--- src/rtl/sbsr_consts.svh ---
// Offsets, field positions, reset values and masks for the status byte block
`ifndef SBSR_CONSTS_SVH
`define SBSR_CONSTS_SVH
`define SBSR_ADR_STB        4'h0
`define SBSR_ADR_SRE        4'h1
`define SBSR_ADR_ESR        4'h2
`define SBSR_ADR_ESE        4'h3
`define SBSR_ADR_AMP        4'h4
`define SBSR_ADR_AMPE       4'h5
`define SBSR_ADR_ERR        4'h6
`define SBSR_ADR_ERROR_ENABLE_WRITE       4'h7
`define SBSR_ADR_POLL       4'h8
`define SBSR_ADR_CTRL       4'h9
`define SBSR_ADR_ADDR       4'hA
`define SBSR_ADR_IRQ_ST     4'hB
`define SBSR_ADR_IRQ_MSK    4'hC
`define SBSR_BIT_ERR        2
`define SBSR_BIT_AMP        3
`define SBSR_BIT_ESB        5
`define SBSR_BIT_RQS        6
`define SBSR_ESR_IQO        0
`define SBSR_ESR_OQO        2
`define SBSR_ESR_EXE        4
`define SBSR_ESR_CMD        5
`define SBSR_ESR_URQ        6
`define SBSR_ESR_PON        7
`define SBSR_AMP_IFO        5
`define SBSR_ESR_MASK       8'hF5
`define SBSR_AMP_MASK       16'h0FFB
`define SBSR_ERR_MASK       8'hFE
`define SBSR_ADDR_DEF       5'h08
`define SBSR_CTRL_CLS       0
`define SBSR_CTRL_ADDR_RST  1
`define SBSR_IRQ_SRQ        0
`define SBSR_IRQ_QCLR       1
`endif

--- src/rtl/sbsr_pkg.sv ---
// Types shared by the status byte block
package sbsr_pkg;
    typedef struct packed {
        logic [7:0]  std;
        logic [15:0] amp;
        logic [7:0]  err;
    } sbsr_events_t;
    typedef enum logic [1:0] {
        SBSR_BUS_IDLE = 2'b01,
        SBSR_BUS_ACK  = 2'b10
    } sbsr_bus_t;
endpackage

--- src/rtl/sbsr_status_byte.sv ---
// Serial poll status byte, event registers and service request logic
//
// Behaviour
// - Serial poll changes only request-service bit
// - First poll after request reports one, clears
// - Later polls report zero until new request
// - Status byte query clears nothing, follows conditions
// - Query request bit is OR of enabled
// - Summary bit set when event AND enable
// - Summary stays until enabled events cleared
// - Event query clears it; clear-status clears all
// - Request only on enabled bit rising edge
// - Steady enabled bit gives exactly one request
// - Enable masks written one to one, except SRE bit six kept zero
// - Request-service flag at bit six, poll-reset
// - Amplifier summary bit three, overload bit five
// - Amplifier query clears overload, may re-request
// - Bus address defaults and resets to eight
// - Standard event bit layout; overflows clear queues
//
// Added by the designer: the register offsets and the Wishbone slave port.
`timescale 1ns/10ps
`include "sbsr_consts.svh"
module sbsr_status_byte #(
    parameter int AMP_W = 16
) (
    input  wire logic               ref_clk,
    input  wire logic               rst_b,
    input  wire logic               wb_cyc_i,
    input  wire logic               wb_stb_i,
    input  wire logic               wb_we_i,
    input  wire logic [5:2]         wb_adr_i,
    input  wire logic [3:0]         wb_sel_i,
    input  wire logic [31:0]        wb_dat_i,
    output logic      [31:0]        wb_dat_o,
    output logic                    wb_ack_o,
    output logic                    wb_err_o,
    input  wire sbsr_pkg::sbsr_events_t ev_set,
    input  wire logic               serial_poll,
    input  wire logic [7:0]         stb_low_bits,
    output logic      [7:0]         poll_byte,
    output logic                    srq_out,
    output logic                    queue_clear,
    output logic      [4:0]         bus_address,
    output logic                    irq
);
    logic [7:0]          std_r;
    logic [7:0]          ese_r;
    logic [7:0]          err_r;
    logic [7:0]          error_enable_write_r;
    logic [7:0]          sre_r;
    logic [AMP_W-1:0]    amp_r;
    logic [AMP_W-1:0]    ampe_r;
    logic [7:0]          stb_base;
    logic [7:0]          stb_prev_r;
    logic [7:0]          stb_query;
    logic                req_pend_r;
    logic                srq_evt;
    logic [1:0]          irq_st_r;
    logic [1:0]          irq_msk_r;
    logic [1:0]          irq_evt;
    logic [4:0]          addr_r;
    logic                ack_r;
    logic                acc;
    logic                wr;
    logic                rd;
    logic [3:0]          adr;
    logic [7:0]          new_rise;
    logic                cls;
    logic                adr_rst;
    logic                std_clr;
    logic                amp_clr;
    logic                err_clr;
    logic                irq_clr;
    logic [7:0]          std_set;
    logic [AMP_W-1:0]    amp_set;
    logic [7:0]          err_set;
    sbsr_pkg::sbsr_bus_t bus_st_r;

    // Reads clear on the taking edge, so only the first cycle of a request acts
    assign acc = wb_cyc_i && wb_stb_i && !ack_r && !wb_err_o;
    assign wr  = acc && wb_we_i;
    assign rd  = acc && !wb_we_i;
    assign adr = wb_adr_i;

    function automatic logic hit(input logic [3:0] a);
        return rd && (adr == a);
    endfunction

    function automatic logic wr_hit(input logic [3:0] a);
        return wr && (adr == a) && wb_sel_i[0];
    endfunction

    // Kept in a process: an assign would not wake on what the functions read
    always_comb
    begin
        cls     = wr_hit(`SBSR_ADR_CTRL) && wb_dat_i[`SBSR_CTRL_CLS];
        adr_rst = wr_hit(`SBSR_ADR_CTRL) && wb_dat_i[`SBSR_CTRL_ADDR_RST];
        std_clr = cls || hit(`SBSR_ADR_ESR);
        amp_clr = cls || hit(`SBSR_ADR_AMP);
        err_clr = cls || hit(`SBSR_ADR_ERR);
        irq_clr = hit(`SBSR_ADR_IRQ_ST);
    end

    // Unused positions are masked here so they can never latch
    assign std_set = ev_set.std & `SBSR_ESR_MASK;
    assign amp_set = ev_set.amp[AMP_W-1:0] & AMP_W'(`SBSR_AMP_MASK);
    assign err_set = ev_set.err & `SBSR_ERR_MASK;

    always_comb
    begin
        stb_base = stb_low_bits;
        // Positions 2, 3, 5 and 6 of the low input are overridden below
        stb_base[`SBSR_BIT_RQS] = 1'b0;
        // held while any enabled bit is set
        stb_base[`SBSR_BIT_ESB] = |(std_r & ese_r);
        stb_base[`SBSR_BIT_AMP] = |(amp_r & ampe_r);
        stb_base[`SBSR_BIT_ERR] = |(err_r & error_enable_write_r);
        stb_query = stb_base;
        stb_query[`SBSR_BIT_RQS] = |(stb_base & sre_r);
    end

    genvar gi;
    generate
        for (gi = 0; gi < 8; gi++)
        begin : g_rise
            assign new_rise[gi] = stb_base[gi] & sre_r[gi] & ~stb_prev_r[gi];
        end
    endgenerate
    assign srq_evt  = |new_rise;

    // registered copy for edge detection
    // Taken on byte AND enable, so enabling a set bit also requests
    always_ff @(posedge ref_clk or negedge rst_b)
    begin
        if (!rst_b)
            stb_prev_r <= 8'h00;
        else
            stb_prev_r <= stb_base & sre_r;
    end

    // one pending request per rising edge
    // first poll sees it and clears it
    // later polls report zero
    // A rise in the poll cycle wins, so that request is not lost
    always_ff @(posedge ref_clk or negedge rst_b)
    begin
        if (!rst_b)
            req_pend_r <= 1'b0;
        else if (srq_evt)
            req_pend_r <= 1'b1;
        else if (serial_poll)
            req_pend_r <= 1'b0;
    end

    // poll alters only the request bit
    always_ff @(posedge ref_clk or negedge rst_b)
    begin
        if (!rst_b)
            poll_byte <= 8'h00;
        else if (serial_poll)
            poll_byte <= stb_base | ({7'h00, req_pend_r} << `SBSR_BIT_RQS);
    end

    // The bus request line is the pending flag itself
    assign srq_out = req_pend_r;

    // standard event sources; overflows clear queues
    // Registered, so the flush lands one cycle after the overflow
    always_ff @(posedge ref_clk or negedge rst_b)
    begin
        if (!rst_b)
            queue_clear <= 1'b0;
        else
            queue_clear <= ev_set.std[`SBSR_ESR_IQO] | ev_set.std[`SBSR_ESR_OQO];
    end

    // read clears after returning, set wins
    always_ff @(posedge ref_clk or negedge rst_b)
    begin
        if (!rst_b)
            std_r <= 8'h00 | (8'h01 << `SBSR_ESR_PON);
        else if (std_clr)
            std_r <= std_set;
        else
            std_r <= std_r | std_set;
    end

    always_ff @(posedge ref_clk or negedge rst_b)
    begin
        if (!rst_b)
            amp_r <= '0;
        else if (amp_clr)
            amp_r <= amp_set;
        else
            amp_r <= amp_r | amp_set;
    end

    always_ff @(posedge ref_clk or negedge rst_b)
    begin
        if (!rst_b)
            err_r <= 8'h00;
        else if (err_clr)
            err_r <= err_set;
        else
            err_r <= err_r | err_set;
    end

    always_ff @(posedge ref_clk or negedge rst_b)
    begin
        if (!rst_b)
        begin
            sre_r  <= 8'h00;
            ese_r  <= 8'h00;
            error_enable_write_r <= 8'h00;
            ampe_r <= '0;
        end
        else
        begin
            // Request bit itself cannot be enabled
            if (wr_hit(`SBSR_ADR_SRE))
                sre_r <= wb_dat_i[7:0] & ~(8'h01 << `SBSR_BIT_RQS);
            if (wr_hit(`SBSR_ADR_ESE))
                ese_r <= wb_dat_i[7:0];
            if (wr_hit(`SBSR_ADR_ERROR_ENABLE_WRITE))
                error_enable_write_r <= wb_dat_i[7:0];
            // Byte lanes let the low enables be written alone
            if (wr && adr == `SBSR_ADR_AMPE)
            begin
                if (wb_sel_i[0])
                    ampe_r[7:0] <= wb_dat_i[7:0];
                if (wb_sel_i[1])
                    ampe_r[AMP_W-1:8] <= wb_dat_i[AMP_W-1:8];
            end
        end
    end

    // address defaults to eight and resets to it
    always_ff @(posedge ref_clk or negedge rst_b)
    begin
        if (!rst_b)
            addr_r <= `SBSR_ADDR_DEF;
        else if (adr_rst)
            addr_r <= `SBSR_ADDR_DEF;
        else if (wr_hit(`SBSR_ADR_ADDR))
            addr_r <= wb_dat_i[4:0];
    end

    assign bus_address = addr_r;

    // Interrupt status: set wins over read clear
    assign irq_evt = {queue_clear, srq_evt};

    always_ff @(posedge ref_clk or negedge rst_b)
    begin
        if (!rst_b)
            irq_st_r <= 2'b00;
        else if (irq_clr)
            irq_st_r <= irq_evt;
        else
            irq_st_r <= irq_st_r | irq_evt;
    end

    always_ff @(posedge ref_clk or negedge rst_b)
    begin
        if (!rst_b)
            irq_msk_r <= 2'b00;
        else if (wr_hit(`SBSR_ADR_IRQ_MSK))
            irq_msk_r <= wb_dat_i[1:0];
    end

    assign irq = |(irq_st_r & irq_msk_r);

    // Bus answer one cycle after the request; unmapped gets err
    logic mapped;
    assign mapped = (adr <= `SBSR_ADR_IRQ_MSK);

    // Answer state: ack lasts only the single cycle spent in the ack state
    always_ff @(posedge ref_clk or negedge rst_b)
    begin
        if (!rst_b)
            bus_st_r <= sbsr_pkg::SBSR_BUS_IDLE;
        else
        begin
            case (bus_st_r)
                sbsr_pkg::SBSR_BUS_IDLE:
                begin
                    if (acc && mapped)
                        bus_st_r <= sbsr_pkg::SBSR_BUS_ACK;
                end
                sbsr_pkg::SBSR_BUS_ACK:
                    bus_st_r <= sbsr_pkg::SBSR_BUS_IDLE;
                default:
                    bus_st_r <= sbsr_pkg::SBSR_BUS_IDLE;
            endcase
        end
    end

    // Unmapped index answers with err instead of ack
    always_ff @(posedge ref_clk or negedge rst_b)
    begin
        if (!rst_b)
            wb_err_o <= 1'b0;
        else
            wb_err_o <= acc && !mapped;
    end

    assign ack_r    = (bus_st_r == sbsr_pkg::SBSR_BUS_ACK);
    assign wb_ack_o = ack_r;

    // status byte query clears nothing
    // Bits above 7 read as zero except bits 15:8 of the amplifier words and bit 8 of the poll word, which carries the pending flag
    always_ff @(posedge ref_clk or negedge rst_b)
    begin
        if (!rst_b)
            wb_dat_o <= 32'h0000_0000;
        else if (rd)
        begin
            case (adr)
                `SBSR_ADR_STB:     wb_dat_o <= {24'h000000, stb_query};
                `SBSR_ADR_SRE:     wb_dat_o <= {24'h000000, sre_r};
                `SBSR_ADR_ESR:     wb_dat_o <= {24'h000000, std_r};
                `SBSR_ADR_ESE:     wb_dat_o <= {24'h000000, ese_r};
                `SBSR_ADR_AMP:     wb_dat_o <= 32'(amp_r);
                `SBSR_ADR_AMPE:    wb_dat_o <= 32'(ampe_r);
                `SBSR_ADR_ERR:     wb_dat_o <= {24'h000000, err_r};
                `SBSR_ADR_ERROR_ENABLE_WRITE:    wb_dat_o <= {24'h000000, error_enable_write_r};
                `SBSR_ADR_POLL:    wb_dat_o <= {23'h000000, req_pend_r, poll_byte};
                `SBSR_ADR_ADDR:    wb_dat_o <= {27'h0000000, addr_r};
                `SBSR_ADR_IRQ_ST:  wb_dat_o <= {30'h00000000, irq_st_r};
                `SBSR_ADR_IRQ_MSK: wb_dat_o <= {30'h00000000, irq_msk_r};
                default:           wb_dat_o <= 32'h0000_0000;
            endcase
        end
    end
endmodule // sbsr_status_byte

--- config.mk ---
export PLATFORM = sky130hd
export DESIGN_NAME = sbsr_status_byte
export DESIGN_NICKNAME = d
export VERILOG_FILES = /design/src/rtl/sbsr_pkg.sv /design/src/rtl/sbsr_status_byte.sv
export VERILOG_INCLUDE_DIRS = /design/src /design/src/rtl
export SDC_FILE = /design/constraint.sdc
export NUM_CORES = 1
export LEC_CHECK = 0
export ABC_AREA = 1
export BUFFER_PORTS_ARGS = -buffer_cell sky130_fd_sc_hd__buf_2
export CAP_MARGIN = 20
export CORE_MARGIN = 2
export CORE_UTILIZATION = 40
export DETAILED_ROUTE_END_ITERATION = 7
export PLACE_DENSITY = 0.76
export SLEW_MARGIN = 20
export SYNTH_ARGS = -nofsm -noshare
export SYNTH_HDL_FRONTEND = slang
export SYNTH_SLANG_ARGS = --single-unit
export TNS_END_PERCENT = 50
--- constraint.sdc ---
create_clock -name ref_clk -period 1.65 [get_ports ref_clk]
set_input_delay 0.0825 -clock ref_clk [delete_from_list [all_inputs] [get_ports ref_clk]]
set_output_delay 0.0825 -clock ref_clk [all_outputs]
set_load 0.02 [all_outputs]
Yosys cells after proc, flatten, opt, wreduce, memory -nomap -nowiden
Cells that the tools add are included.
{"block": "totals", "register_bits": 133, "in_bits": 86, "wordCells": 121}
{"block": "op_classes", "magnitude_cmp": 1, "eq_ne": 15, "mux": 11, "bitwise_logic": 32, "reduce_logical": 44}
{"operator": "$pmux W16 S12", "n": 1}
{"operator": "$logic_and A1 B1 Y1", "n": 26}
{"operator": "$and A8 B8 Y8", "n": 3}
{"operator": "$reduce_or A8 Y1", "n": 3}
{"operator": "$eq A4 B4 Y1 const B", "n": 5}
{"operator": "$and A16 B16 Y16", "n": 1}
{"operator": "$eq A4 B3 Y1 const B", "n": 4}
{"operator": "$mux W16", "n": 1}
{"operator": "$mux W8", "n": 2}
{"operator": "$or A16 B12 Y16", "n": 1}
{"operator": "$or A8 B8 Y8", "n": 2}
{"operator": "$reduce_or A16 Y1", "n": 1}
{"operator": "$and A1 B1 Y1", "n": 14}
{"operator": "$mux W5", "n": 2}
{"operator": "$eq A4 B2 Y1 const B", "n": 2}
{"operator": "$or A8 B7 Y8", "n": 1}
{"operator": "$not A1 Y1", "n": 7}
{"operator": "$reduce_or A7 Y1", "n": 1}
{"operator": "$mux W2", "n": 3}
{"operator": "$eq A4 B1 Y1 const B", "n": 1}
{"operator": "$le A4 B4 Y1 const B", "n": 1}
{"operator": "$logic_not A1 Y1", "n": 4}
{"operator": "$logic_not A4 Y1", "n": 1}
{"operator": "$reduce_and A2 Y1", "n": 2}
{"operator": "other kinds (10)", "n": 14}

Depth between registers and ports, before layout
{"block": "logic_depth", "word_depth": 10, "mapped_depth": 11}

Worst setup path before layout
Ideal clock, no wire load.
{"block": "synth_path", "path_type": "reg-to-reg", "start": "register wb_err_o", "end": "register ese_r[5]", "arrival_time_ns": 1.438, "t_required_ns": 1.524, "slack_ns": 0.086, "path_stages_with_launch": 9, "synth_period_minus_slack_ns": 1.564, "cell_sequence": "dfrtp_1 nand3b_1 nor2_2 nand2_1 nor2_4 nand2_2 buf_2 nand2_1 o21ai_0"}
{"block": "synth_via", "elab_chain_cells": 5}
{"item": "start, declared", "line": "sbsr_status_byte.sv:37", "source": "output logic wb_err_o,"}
{"item": "start signal, assigned", "line": "sbsr_status_byte.sv:305", "source": "wb_err_o <= acc && !mapped;"}
{"item": "$logic_not A1 Y1", "line": "sbsr_status_byte.sv:81", "source": "assign acc = wb_cyc_i && wb_stb_i && !ack_r && !wb_err_o;"}
{"item": "$logic_and A1 B1 Y1", "line": "sbsr_status_byte.sv:81"}
{"item": "$logic_and A1 B1 Y1", "line": "sbsr_status_byte.sv:82", "source": "assign wr = acc && wb_we_i;"}
{"item": "$logic_and A1 B1 Y1 (2 in series)", "line": "sbsr_status_byte.sv:91", "source": "return wr && (adr == a) && wb_sel_i[0];"}
{"item": "end signal, assigned", "line": "sbsr_status_byte.sv:224", "source": "ese_r <= wb_dat_i[7:0];"}
{"item": "end, declared", "line": "sbsr_status_byte.sv:48", "source": "logic [7:0] ese_r;"}
Every way passes these cells.
A chain may end at the register's enable or synchronous reset.

Worst setup path in the final report
{"block": "layout_path", "start": "register wb_err_o", "end": "register amp_r[7]"}
{"block": "layout_via", "elab_chain_cells": 8, "word_cells_on_any_way": 10}
{"item": "$logic_not A1 Y1 *", "line": "sbsr_status_byte.sv:81"}
{"item": "$logic_and A1 B1 Y1 *", "line": "sbsr_status_byte.sv:81"}
{"item": "$logic_and A1 B1 Y1", "line": "sbsr_status_byte.sv:82"}
{"item": "$logic_and A1 B1 Y1 (2 in series)", "line": "sbsr_status_byte.sv:91"}
{"item": "$logic_and A1 B1 Y1", "line": "sbsr_status_byte.sv:97", "source": "cls = wr_hit(`SBSR_ADR_CTRL) && wb_dat_i[`SBSR_CTRL_CLS];"}
{"item": "$logic_or A1 B1 Y1 *", "line": "sbsr_status_byte.sv:100", "source": "amp_clr = cls || hit(`SBSR_ADR_AMP);"}
{"item": "$mux W16 *", "line": "sbsr_status_byte.sv:193", "source": "else if (amp_clr)"}
{"item": "end signal, assigned", "line": "sbsr_status_byte.sv:194", "source": "amp_r <= amp_set;"}
{"item": "end signal, assigned", "line": "sbsr_status_byte.sv:196", "source": "amp_r <= amp_r | amp_set;"}
{"item": "end, declared", "line": "sbsr_status_byte.sv:52", "source": "logic [AMP_W-1:0] amp_r;"}
Every way passes the cells marked *; elsewhere a longest branch is shown, timed or not.

==> impl_metrics.json <==
{
  "status": "finished, violations left",
  "violations": "negative setup slack",
  "ys_seq_area_share_pct": 54.0,
  "yosysWarnings": 0,
  "areaGrowthSynthToFinish_pct": 29.1,
  "syn_avg_cell_area_sq_um": 8.18,
  "p_leak_nw": 3.62,
  "crit_path_end": "amp_r[7]$_DFF_PN0_",
  "clock-root-buffer": "clkbuf_16",
  "worst-endpoint-arrival_ns": 1.91,
  "cts_tree": "built",
  "gp_congestion": 0.965,
  "pin_count": 136,
  "power.density_nw_per_um2": 968,
  "wl_um": 14200,
  "cts_max_path_buffers": 2,
  "cp-end-kind": "flop",
  "synth_top_family_by_area": "simple AND/OR/NAND/NOR gates",
  "die_area_sq_um": 13400,
  "synth_cell_types": 31,
  "drive_gt1_share_pct": 20.0,
  "fp-row-count": 40,
  "vias": 4551,
  "crit_path_start": "wb_err_o$_DFF_PN0_",
  "min_period_ns": 1.68,
  "grt_pass1_wl_um": 21900,
  "slew_headroom_pct": 61.5,
  "antenna_found_initial": 0,
  "ys_seq_elements": 108,
  "r2r_setup_slack_ns": -0.03,
  "cts_made_buffers": 9,
  "fin_crit_sh_pct": 102,
  "insertion_delay_ns": 0.36,
  "initial_core_util_pct": 41.4,
  "required_ns": 1.88,
  "peakVddDrop_mv": 0.428,
  "synth_top_area_share_pct": 52.4,
  "grt_pass1_vias": 4249,
  "synthAdderAreaFrac_pct": 0,
  "yosysTopAreaCell": "dfrtp_1",
  "port_buffers": 89,
  "ant_nets": 0,
  "rr_endpoint": "amp_r[7]$_DFF_PN0_",
  "syn_inst": 613,
  "grt_busiest_layer": "met2",
  "grt_use_total_pct": 21.7,
  "gr-total-overflow": 0,
  "fin_cells": 934,
  "hold_path.class": "in -> reg",
  "synth_compound_area_share_pct": 15.2,
  "fillers": 1180,
  "synth-simple-area-share_pct": 20.6,
  "tightestPinTransition_ns": 0.577,
  "skew_ns": 0.00940,
  "yosysMostFrequentCell": "nand2_1",
  "ys.flop_type": "dfrtp_1",
  "synthTopCellsByArea": "dfrtp_1 52%, nand2_1 14%, o21ai_0 7.9%, inv_1 6.5%, o21bai_1 3.4%",
  "grt_max_degree": 43,
  "reg2reg_from": "wb_err_o$_DFF_PN0_",
  "h-tree-depth": 3,
  "crit_fanout": 6,
  "die_x_um": 116,
  "fmax_ghz": 0.595,
  "place_inst": 877,
  "synth.area.mux_share_pct": 0,
  "path_class": "reg -> reg",
  "drcViolationCount": 0,
  "synth-xor-area-share_pct": 0,
  "cts_num_sinks": 108,
  "use_met2_pct": 33.1,
  "hpwl_um": 10400,
  "first_iter_violations": 352,
  "diodes": 0,
  "ff2ff_path_depth": 8,
  "setup_slack_ns": -0.0309,
  "final-max-slew-violation-count": 0,
  "cts.clk_slew.worst_paths_ns": 0.07,
  "die_y_um": 116,
  "syn-cell-area_sq_um": 5010,
  "synth-edff-count": 0,
  "core-area_sq_um": 12100,
  "use_met1_pct": 29.8,
  "viasPerCell": 4.87,
  "synthTopCellsByCount": "188 x nand2_1, 105 x dfrtp_1, 87 x inv_1",
  "finalNetCount": 847,
  "grt_util_met3_pct": 4.76,
  "detail_route.wl_per_cell_um": 15.3,
  "setup_violations": 17,
  "cp-start-kind": "flop",
  "drtPass1Iterations": 5,
  "rsz0062_at_grt": "yes",
  "maxCapViolations": 0,
  "preCtsSetupSlack_ns": 0.0103,
  "finalHoldViolations": 0,
  "async_reset_ff_share_pct": 100
}
## worst min path at each step
stage | from | to | slack [ns] | cells past startpoint
after floorplan | rst_b | amp_r[0]$_DFF_PN0_ | -0.21 | 0
after global placement | rst_b | err_r[7]$_DFF_PN0_ | 0.11 | 1
after detailed placement | rst_b | err_r[7]$_DFF_PN0_ | 0.12 | 1
after CTS | stb_low_bits[4] | poll_byte[4]$_DFFE_PN0P_ | 0.004 | 3
after global routing | stb_low_bits[4] | stb_prev_r[4]$_DFF_PN0_ | 0.05 | 3
final | stb_low_bits[4] | poll_byte[4]$_DFFE_PN0P_ | 0.008 | 3
## layout by cell type (no fill, tap or decap), drive strengths merged
master,instances
nand2,192
buf,114
dfrtp,105
inv,89
o21ai,82
dlygate4sd3,37
nor2,37
o21bai,23
conb,16
nand3,11
a21oi,10
o22ai,9
clkbuf,9
nand4,7
clkinv,6
o211ai,4
dfstp,3
nor3,3
or2,2
nand3b,1
a31oi,1
a221oi,1
a22oi,1
a22o,1
o2bb2ai,1
bufinv,1
## state kept, by name, indices dropped and copies added (netlist names), 2 cells and up
signal                flops
bus_address               5
ampe_r                   16
amp_r                    11
irq_msk_r                 2
bus_st_r                  2
stb_prev_r                7
wb_dat_o                 16
ese_r                     8
poll_byte                 8
error_enable_write_r      8
err_r                     7
irq_st_r                  2
std_r                     6
sre_r                     7
## layout make-up
type                       instances  area, sq um  share of cell area, %
sequential                       108         2710                   41.8
multi-input combinational        402         1890                   29.2
timing repair buffer             151         1030                   15.9
inverter                          89          334                   5.16
clock buffer                       9          225                   3.48
tap                              168          210                   3.25
clock inverter                     7         75.1                   1.16
## per-layer routing
layer | vias up | share of wire (%)
met2 | 194 | 45
met1 | 2117 | 44
met5 | - | 0
li1 | 2210 | -
met3 | 30 | 7.5
met4 | 0 | 3.0
## per-stage QoR
stage               cell area (sq um)  total power [mW]  utilization, %  TNS [ns]  hold slack [ns]
floorplan                        5070              3.59               -         0           -0.213
global placement                 5720              3.98            47.2         0            0.109
detailed placement               5720              4.01            47.2         0            0.122
CTS                              6390              6.26            52.8         0          0.00394
global route                     6470              6.53            53.4     -2.80           0.0482
finish                           6470              6.26            53.4    -0.236          0.00797
## critical path, cell delays in order, from the launching register on
cell and delay (ns):
dfrtp_1 0.37, nand3b_1 0.19, nor2_2 0.16, nand2_2 0.09, inv_1 0.09, nand4_1 0.22, o21ai_2 0.20, buf_6 0.17
o21bai_1 0.07
## cells by family after synthesis
kind of cell / after synthesis
and+or+nand+nor: 253
AOI/OAI and AO/OA: 133
buffers and inverters: 118
DFF: 108
other: 1
## report_power, final
| group | switching [mW] | internal [mW] |
|---|---|---|
| Clock | 1.03 | 1.19 |
| Combinational | 0.650 | 0.387 |
| Sequential | 0.155 | 2.85 |
| Total | 1.84 | 4.43 |
## timing repair
item / CTS / global route
pin swaps: 0 / 3
endpoints found under the hold margin: 70 / 0
endpoints found under the setup margin: 1 / 73
buffers inserted: 0 / 3
cloned: 0 / 1
hold buffers: 37 / 0
gates resized for setup: 1 / 17
(Power assumes the default switching activity.)
